## src/ssk_pkg.sv

```systemverilog
// constants and types shared by the skip-and-set instruction executor
package ssk_pkg;

    // =========================================================
    // widths
    localparam int DATA_W = 8;
    localparam int ADDR_W = 9;
    localparam int BIT_W = 3;
    localparam int OP_W = 3;

    // =========================================================
    // data constants
    localparam logic [DATA_W-1:0] BYTE_ONE = 8'h01;
    localparam logic [DATA_W-1:0] BYTE_ZERO = 8'h00;
    localparam logic [DATA_W-1:0] BYTE_ALL_ONES = 8'hFF;
    localparam logic [DATA_W-1:0] ACC_RESET = 8'h00;
    localparam logic [ADDR_W-1:0] ADDR_RESET = 9'h000;

    // =========================================================
    // cycle counts
    localparam int CYCLES_PLAIN = 2;
    localparam int CYCLES_SKIP = 3;

    // =========================================================
    // instruction codes
    typedef enum logic [OP_W-1:0] {
        OP_DEC_SKIP_ZERO_MEM = 3'h0,
        OP_DEC_SKIP_ZERO_TO_ACC = 3'h1,
        OP_SET_BYTE = 3'h2,
        OP_SET_BIT = 3'h3,
        OP_INC_SKIP_ZERO_MEM = 3'h4,
        OP_INC_SKIP_ZERO_TO_ACC = 3'h5,
        OP_SKIP_IF_BIT_NONZERO = 3'h6
    } ssk_op_t;

    // =========================================================
    // one-hot mask of a bit position
    function automatic logic [DATA_W-1:0] ssk_bit_mask(input logic [BIT_W-1:0] sel);
        logic [DATA_W-1:0] m;
        m = BYTE_ONE << sel;
        return m;
    endfunction : ssk_bit_mask

endpackage : ssk_pkg
```

## src/ssk_alu_if.sv

```systemverilog
// link between the sequencer and the byte operation unit
`timescale 1ns/100ps
interface ssk_alu_if;
    import ssk_pkg::*;

    logic [OP_W-1:0] op;
    logic [DATA_W-1:0] operand;
    logic [BIT_W-1:0] bit_sel;
    logic [DATA_W-1:0] result;
    logic to_mem;
    logic to_acc;
    logic skip;
    logic illegal;

    modport seq (
        output op,
        output operand,
        output bit_sel,
        input result,
        input to_mem,
        input to_acc,
        input skip,
        input illegal
    );

    modport unit (
        input op,
        input operand,
        input bit_sel,
        output result,
        output to_mem,
        output to_acc,
        output skip,
        output illegal
    );
endinterface : ssk_alu_if

```

## src/ssk_alu.sv

```systemverilog
// byte operation unit: result, destination and skip decision
`timescale 1ns/100ps
module ssk_alu
    import ssk_pkg::*;
(
    ssk_alu_if.unit alu
);

    logic [DATA_W-1:0] inc_val;
    logic [DATA_W-1:0] dec_val;
    logic [DATA_W-1:0] mask;

    // =========================================================
    // arithmetic
    assign inc_val = DATA_W'(alu.operand + BYTE_ONE);
    assign dec_val = DATA_W'(alu.operand - BYTE_ONE);
    assign mask = ssk_bit_mask(alu.bit_sel);

    // =========================================================
    // decode
    always_comb begin
        alu.result = alu.operand;
        alu.to_mem = 1'b0;
        alu.to_acc = 1'b0;
        alu.skip = 1'b0;
        alu.illegal = 1'b0;
        unique case (alu.op)
            OP_DEC_SKIP_ZERO_MEM: begin
                alu.result = dec_val;
                alu.to_mem = 1'b1;
                alu.skip = (dec_val == BYTE_ZERO);
            end
            OP_DEC_SKIP_ZERO_TO_ACC: begin
                alu.result = dec_val;
                alu.to_acc = 1'b1;
                alu.skip = (dec_val == BYTE_ZERO);
            end
            OP_SET_BYTE: begin
                alu.result = BYTE_ALL_ONES;
                alu.to_mem = 1'b1;
            end
            OP_SET_BIT: begin
                alu.result = alu.operand | mask;
                alu.to_mem = 1'b1;
            end
            OP_INC_SKIP_ZERO_MEM: begin
                alu.result = inc_val;
                alu.to_mem = 1'b1;
                alu.skip = (inc_val == BYTE_ZERO);
            end
            OP_INC_SKIP_ZERO_TO_ACC: begin
                alu.result = inc_val;
                alu.to_acc = 1'b1;
                alu.skip = (inc_val == BYTE_ZERO);
            end
            OP_SKIP_IF_BIT_NONZERO: begin
                alu.skip = ((alu.operand & mask) != BYTE_ZERO);
            end
            default: begin
                alu.illegal = 1'b1;
            end
        endcase
    end

endmodule : ssk_alu

```

## src/ssk_exec.sv

```systemverilog
// sequencer for the skip and set instructions
`timescale 1ns/100ps
module ssk_exec
    import ssk_pkg::*;
(
    // clock and reset
    input wire logic clk,
    input wire logic rst,
    // instruction request from the fetch sequencer
    input wire logic start,
    input wire logic [OP_W-1:0] op,
    input wire logic [ADDR_W-1:0] addr,
    input wire logic [BIT_W-1:0] bit_sel,
    // status back to the fetch sequencer
    output logic busy,
    output logic done,
    output logic skip_taken,
    output logic dummy_insert,
    output logic illegal_op,
    // data memory
    output logic mem_rd_en,
    output logic [ADDR_W-1:0] mem_addr,
    input wire logic [DATA_W-1:0] mem_rd_data,
    output logic mem_wr_en,
    output logic [DATA_W-1:0] mem_wr_data,
    // accumulator
    output logic [DATA_W-1:0] accumulator
);

    // =========================================================
    // state
    typedef enum logic [3:0] {
        ST_IDLE = 4'h1,
        ST_READ = 4'h2,
        ST_EXEC = 4'h4,
        ST_DUMMY = 4'h8
    } ssk_state_t;

    ssk_state_t state;
    ssk_state_t next_state;
    logic [OP_W-1:0] op_q;
    logic [BIT_W-1:0] bit_q;

    ssk_alu_if alu_link ();

    // =========================================================
    // operation unit
    ssk_alu u_alu (
        .alu(alu_link.unit)
    );

    assign alu_link.op = op_q;
    assign alu_link.operand = mem_rd_data;
    assign alu_link.bit_sel = bit_q;

    // =========================================================
    // next state
    always_comb begin
        next_state = state;
        unique case (state)
            ST_IDLE: begin
                if (start) begin
                    next_state = ST_READ;
                end
            end
            ST_READ: begin
                next_state = ST_EXEC;
            end
            ST_EXEC: begin
                if (alu_link.skip) begin
                    next_state = ST_DUMMY;
                end else begin
                    next_state = ST_IDLE;
                end
            end
            ST_DUMMY: begin
                next_state = ST_IDLE;
            end
            default: begin
                next_state = ST_IDLE;
            end
        endcase
    end

    always_ff @(posedge clk) begin
        if (rst) begin
            state <= ST_IDLE;
        end else begin
            state <= next_state;
        end
    end

    // =========================================================
    // request capture
    always_ff @(posedge clk) begin
        if (rst) begin
            op_q <= OP_W'(OP_DEC_SKIP_ZERO_MEM);
            bit_q <= '0;
            mem_addr <= ADDR_RESET;
        end else if (state == ST_IDLE && start) begin
            op_q <= op;
            bit_q <= bit_sel;
            mem_addr <= addr;
        end
    end

    // =========================================================
    // memory read strobe, one cycle in the read state
    always_ff @(posedge clk) begin
        if (rst) begin
            mem_rd_en <= 1'b0;
        end else begin
            mem_rd_en <= (state == ST_IDLE) && start;
        end
    end

    // =========================================================
    // memory write back
    always_ff @(posedge clk) begin
        if (rst) begin
            mem_wr_en <= 1'b0;
            mem_wr_data <= BYTE_ZERO;
        end else begin
            mem_wr_en <= 1'b0;
            if (state == ST_EXEC && alu_link.to_mem) begin
                mem_wr_en <= 1'b1;
                mem_wr_data <= alu_link.result;
            end
        end
    end

    // =========================================================
    // accumulator; memory byte left alone in these forms
    always_ff @(posedge clk) begin
        if (rst) begin
            accumulator <= ACC_RESET;
        end else if (state == ST_EXEC && alu_link.to_acc) begin
            accumulator <= alu_link.result;
        end
    end

    // =========================================================
    // skip result, held until the next request
    always_ff @(posedge clk) begin
        if (rst) begin
            skip_taken <= 1'b0;
            illegal_op <= 1'b0;
        end else if (state == ST_IDLE && start) begin
            skip_taken <= 1'b0;
            illegal_op <= 1'b0;
        end else if (state == ST_EXEC) begin
            skip_taken <= alu_link.skip;
            illegal_op <= alu_link.illegal;
        end
    end

    // =========================================================
    // completion pulse
    always_ff @(posedge clk) begin
        if (rst) begin
            done <= 1'b0;
        end else begin
            done <= (state == ST_EXEC && !alu_link.skip) || (state == ST_DUMMY);
        end
    end

    // =========================================================
    // handshake outputs
    assign busy = (state != ST_IDLE);
    assign dummy_insert = (state == ST_DUMMY);

endmodule : ssk_exec

```

## config.mk

```make
export PLATFORM = sky130hd
export DESIGN_NAME = ssk_exec
export DESIGN_NICKNAME = d
export VERILOG_FILES = /design/src/ssk_pkg.sv /design/src/ssk_alu_if.sv /design/src/ssk_alu.sv /design/src/ssk_exec.sv
export SDC_FILE = /design/constraint.sdc
export NUM_CORES = 1
export LEC_CHECK = 0
export BUFFER_PORTS_ARGS = -buffer_cell sky130_fd_sc_hd__buf_2
export CORE_UTILIZATION = 35
export DETAILED_ROUTE_END_ITERATION = 8
export PLACE_DENSITY = 0.54
export SLEW_MARGIN = 30
export SYNTH_ARGS = -nofsm -noshare
export SYNTH_HDL_FRONTEND = slang
export SYNTH_SLANG_ARGS = --single-unit
```

## constraint.sdc

```tcl
create_clock -name clk -period 3.6 [get_ports clk]
set_input_delay 0 -clock clk [delete_from_list [all_inputs] [get_ports clk]]
set_output_delay 0 -clock clk [all_outputs]
set_load 0.01 [all_outputs]
```

==> results of run 1 <==
==> cells in the final DEF, fill, tap and decap left out, types with 2 or more instances in the layout <==
| cell | n |
|---|---|
| nand2b_1 | 2 |
| buf_2 | 57 |
| o21ai_0 | 6 |
| inv_1 | 9 |
| a31oi_1 | 3 |
| a211oi_1 | 10 |
| and3_1 | 5 |
| a211oi_2 | 3 |
| nand2_1 | 44 |
| nor3_1 | 6 |
| ha_1 | 4 |
| mux2i_1 | 2 |
| nor3_4 | 2 |
| nand3b_1 | 2 |
| a221oi_1 | 2 |
| clkbuf_8 | 5 |
| or3_1 | 2 |
| dlygate4sd3_1 | 15 |
| o22ai_1 | 2 |
| nand3_1 | 9 |
| dfxtp_1 | 40 |
| o22a_1 | 2 |
| a311oi_1 | 3 |
| xnor2_1 | 4 |
| mux2_2 | 2 |
| nand4b_1 | 2 |
| a32oi_1 | 2 |
| xor2_1 | 3 |
| a21oi_1 | 26 |
| o31ai_1 | 3 |
| nor2_1 | 38 |
| nand4_1 | 4 |
==> per-stage QoR <==
step / worst slack, ns / power, uW
after floorplan: 2.08 / 602
after CTS: 1.50 / 1030
final: 1.50 / 1020
after detailed placement: 1.54 / 648
after global routing: 1.26 / 1070
after global placement: 1.59 / 647
==> state kept, by name, indices dropped and copies added, names as in the netlist <==
signal / cells
mem_rd_en: 1
state: 4
mem_addr: 9
mem_wr_en: 1
alu_link.bit_sel: 3
alu_link.op: 3
accumulator: 8
illegal_op: 1
skip_taken: 1
mem_wr_data: 8
done: 1
==> worst min-delay path by stage <==
stage | from | endpoint | slack (ns) | cells past startpoint
6_report | mem_rd_data[0] | accumulator[0] | 0.16 | 2
5_1_grt | mem_rd_data[0] | accumulator[0] | 0.17 | 2
4_1_cts | mem_rd_data[0] | accumulator[0] | 0.13 | 2
3_5_place_dp | addr[4] | mem_addr[4] | 0.25 | 3
3_3_place_gp | addr[6] | mem_addr[6] | 0.24 | 3
2_1_floorplan | rst | state[0] | 0.12 | 2
==> cell type report <==
class	instances	area, um^2	area share
clock inverter	3	42.5	0.0152
inverter	10	37.5	0.0134
tap	77	96.3	0.0345
sequential	40	801	0.286
timing repair buffer	72	435	0.156
multi-input combinational	215	1320	0.470
clock buffer	5	68.8	0.0246
==> cells by family (layout without fill, tap and decap cells) <==
| logic type | Yosys count | after routing | share of synthesized area |
|---|---|---|---|
| buffers and inverters | 33 | 90 | 0.0777 |
| AOI/OAI and AO/OA | 74 | 74 | 0.233 |
| and+or+nand+nor | 125 | 125 | 0.265 |
| muxes | 4 | 4 | 0.0186 |
| xor gates and xnor gates | 8 | 8 | 0.0339 |
| adders and majority gates | 4 | 4 | 0.0219 |
| DFF | 40 | 40 | 0.350 |
==> worst max-delay path, stage by stage, from the launching register on <==
cell	delay [ns]
dfxtp_1	0.81
inv_1	0.16
nand2_1	0.22
and3_1	0.46
o221ai_1	0.20
a21oi_1	0.17
==> routing by layer <==
| metal | vias to the layer above | part of all wire |
|---|---|---|
| met1 | 977 | 0.49 |
| met5 | - | 0 |
| met3 | 7 | 0.057 |
| li1 | 1132 | - |
| met2 | 65 | 0.45 |
| met4 | 0 | 0.0098 |
==> power groups by stage <==
stage | combinational [uW] | sequential (uW) | clock (uW)
3_5_place_dp | 159 | 489 | 0
4_1_cts | 172 | 478 | 378
3_3_place_gp | 159 | 488 | 0
2_1_floorplan | 125 | 477 | 0
6_report | 172 | 479 | 366
5_1_grt | 191 | 482 | 394
==> reports/results.txt, run 1 <==
Startpoint Class: register
Reg clk slew, reported paths: 0.08 ns
Power density over the cells: 363 mW/mm^2
Initial DRC Count: 209
Lkg Pwr: 0.00115 uW
Core area: 0.00631 mm^2
Largest net degree at the start of global routing: 41
Cell taking the most area after synthesis: dfxtp_1
CTS tree: done
Avg Cell Area, Syn: 7.94 um^2
Switching Fraction: 0.279
Synth top cells by count: nand2_1, dfxtp_1, nor2_1, a21oi_1, a211oi_1
Reg2reg end: mem_wr_data[5]
Grt total ovfl: 0
# IOs: 58
Hold WC Path Type: in -> reg
Fill cells: 671
Pins over their slew limit: 0
Crit Path Class: reg -> reg
Initial antenna violation count: 0
Post-synthesis cell area: 0.00229 mm^2
Met3 Usage GRT: 0.0398
Worst R2R Path Depth: 5
Fin. Hold Viols: 0
Reg2reg start: alu_link.op[1]
Clock Power Share: 0.360
Synthesis-to-finish area growth: 22.3%
Postcts setup bufs: 0
DP Area: 0.00253 mm^2
Worst setup endpoint: mem_wr_data[5]
DRT antenna net count: 0
Post-Syn Instances: 288
Flop pwr share: 0.471
Dpl cells: 399
Fmax: 477 MHz
Final setup skew: 0.0103 ns
Worst Tran Pin Value: 0.776 ns
Peak VDD IR: 0.301 mV
Internal cell power: 733 uW
GRT Overall Usage: 0.176
Synth Register Bits: 40
Final nets: 374
Synth cell types: 58
Data required, critical path: 3.82 ns
Crit. End Element: register
I/O Buffers: 57
Worst skew pair latency: 0.30 ns
Top cells by area, synth: dfxtp_1, nand2_1, nor2_1
Crit. Startpoint: alu_link.op[1]
Num rows: 29
Most numerous cell in the Yosys netlist: nand2_1
DRC: 0
Wirelength per Cell: 13.8 um
Most used routing layer: met2
1st-pass router iterations: 4
N_diodes: 0
Met2 Track Usage GR: 0.278
Total die area: 0.00686 mm^2
Slew margin rel.: 0.483
Synth Warn #: 0
Arr. time, crit path: 2.32 ns
Vias in the first global route: 1988
Clk root buf: clkbuf_8
Post-synth EDFFs: 0
GR Layer Usage met1: 0.244
Comb pwr share: 0.169
First-pass GRT wire length: 9.88 mm
Cts bufs inserted: 5
Final HPWL from detailed placement: 4.05 mm
Final design utilization: 0.443
Final estimated routing congestion in global placement: 0.867
Fin area: 0.00280 mm^2
Maximum Capacitance Violations: 0
Final cell count without fillers: 422
Die H: 82.8 um
Flop-to-flop setup slack: 1.50 ns
Fin crit period: 2.10 ns
Switching power: 283 uW
Total negative slack: 0 ns
Clock Path Buffers: 2
Critical Path Fanout Max: 24
Fin crit share: 0.583
Post-synth top area share: 0.350
FFs w/ async S/R, synth: 0
Share of layout cells above drive strength 1: 0.243
Sequential element share of the synthesized area: 0.350
Routed vias/inst: 5.17
Initial Util: 0.362
Routed Wire Length: 5.81 mm
WHS: 0.158 ns
CTS H-tree depth: 2
Mapped Nets: 318
Die width: 82.8 um
Most used DFF post-synth: dfxtp_1
Final setup violation count: 0
PostCTS Resize Cnt: 0
Clock Sinks: 40
Status: completed
Vias: 2181
CTS Hold Bufs: 15
RSZ-0062 raised after global routing: no
Note: power is estimated with default switching activity, not from simulation.
==> run 2: changes to the inputs <==
- ABC_AREA: not set -> 1
- clock period: 3.6 -> 2.1 ns (I/O delays scaled with it)
==> reports/results.txt, run 2 <==
Worst Tran Pin Value: 0.486 ns
Startpoint Class: register
Die width: 82.4 um
Final cell count without fillers: 476
Internal cell power: 1260 uW
Flop pwr share: 0.464
Post-synth EDFFs: 0
Final setup skew: 0.0110 ns
Post-synth top area share: 0.354
Comb pwr share: 0.192
Post-Syn Instances: 330
Clk root buf: clkbuf_8
Commonest non-fill, non-tap cells in the layout: nand2_1, buf_2, dfxtp_1, nand3_1
N_diodes: 0
Synth Register Bits: 40
Fin crit share: 0.784
Reg clk slew, reported paths: 0.08 ns
Synth top cells by count: nand2_1, dfxtp_1, nand3_1, inv_1, nor2_1
Most flops, register: mem_addr
DRT antenna net count: 0
Clock Sinks: 40
FFs w/ async S/R, synth: 0
Mapped Nets: 360
Slew margin rel.: 0.675
First-pass GRT wire length: 9.80 mm
# IOs: 58
Initial Util: 0.373
Fmax: 607 MHz
Vias in the first global route: 2057
CTS tree: done
Synth cell types: 32
Crit Path Class: reg -> reg
Fin. Hold Viols: 0
Initial antenna violation count: 0
Arr. time, crit path: 1.84 ns
Most numerous cell in the Yosys netlist: nand2_1
Critical Path Fanout Max: 14
Maximum Capacitance Violations: 0
Final HPWL from detailed placement: 4.50 mm
Crit. Startpoint: alu_link.op[1]
Grt total ovfl: 0
Cell taking the most area after synthesis: dfxtp_1
Switching power: 500 uW
Top cells by area, synth: dfxtp_1, nand2_1, nand3_1
Most used DFF post-synth: dfxtp_1
Status: completed
GRT Overall Usage: 0.187
Cts bufs inserted: 5
Post-synthesis cell area: 0.00226 mm^2
RSZ-0062 raised after global routing: no
DRC: 0
Routed vias/inst: 4.90
Crit. End Element: register
Core area: 0.00606 mm^2
Max reg flops: 9
Initial DRC Count: 124
Wirelength per Cell: 12.6 um
Tot Pwr: 1760 uW
Vias: 2332
Final setup violation count: 0
Final nets: 430
I/O Buffers: 57
Sequential element share of the synthesized area: 0.354
Reg2reg start: alu_link.op[1]
Synthesis-to-finish area growth: 25.2%
Avg Cell Area, Syn: 6.86 um^2
Routed Wire Length: 5.98 mm
Largest regs: mem_addr: 9 flops, accumulator: 8 flops, mem_wr_data: 8 flops
Fin crit period: 1.65 ns
Share of layout cells above drive strength 1: 0.269
Power density over the cells: 623 mW/mm^2
Total negative slack: 0 ns
Lkg Pwr: 0.00141 uW
Largest net degree at the start of global routing: 17
Total die area: 0.00679 mm^2
Worst skew pair latency: 0.29 ns
1st-pass router iterations: 4
Clock Power Share: 0.344
Commonest non-fill, non-tap cell in the layout: nand2_1
Final estimated routing congestion in global placement: 0.926
Dpl cells: 452
CTS H-tree depth: 2
Synth Warn #: 0
Data required, critical path: 2.29 ns
Hold Startpoint: start
Pins over their slew limit: 0
Fill cells: 655
Hold WC Path Type: in -> reg
Clock Path Buffers: 2
Switching Fraction: 0.283
Num rows: 28
Peak VDD IR: 0.382 mV
Die H: 82.4 um
-- run 2: cell types whose count changed in the layout (fill, tap and decap cells not counted), sizes merged, moves of 3 or more --
cell / delta
or3: -3
a311oi: -3
nor2: -3
a211oi: -13
nand2: +34
nand3: +24
o21ai: +33
inv: +29
and3: -5
a21oi: -9
o31ai: -3
xnor2: -5
nand4: +7
-- run 2: per-layer routing --
metal	global-route usage	routed length [um]	vias up
li1	-	-	1229
met1	0.257	2930	1031
met2	0.307	2670	63
met3	0.0330	319	9
met4	0.0368	56	0
met5	0	0	-
-- run 2: cell families after synthesis --
group	synth area share
AO/OA/AOI/OAI	0.151
XOR/XNOR	0.00387
adder cells (fa/ha/maj)	0.0221
buffers and inverters	0.106
flip-flops	0.354
AND/OR/NAND/NOR	0.363
-- run 2: worst paths after layout --
kind | depth (start not counted) | endpoint | slack [ns]
setup reg to reg | 5 | mem_wr_data[2] | 0.45
setup / recovery | 5 | mem_wr_data[2] | 0.45
hold / removal | 4 | state[0] | 0.09
hold reg to reg | 2 | mem_addr[4] | 0.47
-- run 2: power by group through the flow --
stage	Sequential (uW)	Combinational, uW	Clock [uW]
after floorplan	834	211	0
after global placement	834	313	0
after detailed placement	835	314	0
after CTS	818	337	622
after global routing	824	376	650
final	818	338	606
-- run 2: what timing repair did --
item / in CTS / in global routing
endpoints found under the hold margin: 18 / 0
buffers inserted: 0 / 0
gates resized for setup: 0 / 0
endpoints found under the setup margin: 0 / 0
hold buffers: 16 / 0
-- run 2: layout make-up --
| type | instances | area (um^2) | share of cell area |
|---|---|---|---|
| Timing Repair Buffer | 74 | 453 | 0.160 |
| Multi-Input combinational cell | 238 | 1220 | 0.431 |
| Tap cell | 75 | 93.8 | 0.0331 |
| Clock inverter | 2 | 35.0 | 0.0124 |
| Sequential cell | 40 | 801 | 0.283 |
| Inverter | 41 | 155 | 0.0548 |
| Clock buffer | 6 | 72.6 | 0.0256 |
-- run 2: worst max-delay path, stage by stage (launching register included) --
cell and delay [ns]:
dfxtp_1 0.54, nor2_1 0.17, nor3_4 0.48, inv_1 0.16, o21ai_1 0.16, inv_1 0.05
-- run 2: per-stage QoR --
stage | worst slack (ns) | util | cell area [um^2] | hold slack, ns
after detailed placement | 0.442 | 0.423 | 2560 | 0.193
final | 0.454 | 0.467 | 2830 | 0.0884
after CTS | 0.442 | 0.467 | 2830 | 0.0848
after floorplan | 0.844 | - | 2260 | 0.0691
after global routing | 0.281 | 0.467 | 2830 | 0.146
after global placement | 0.484 | 0.423 | 2560 | 0.188
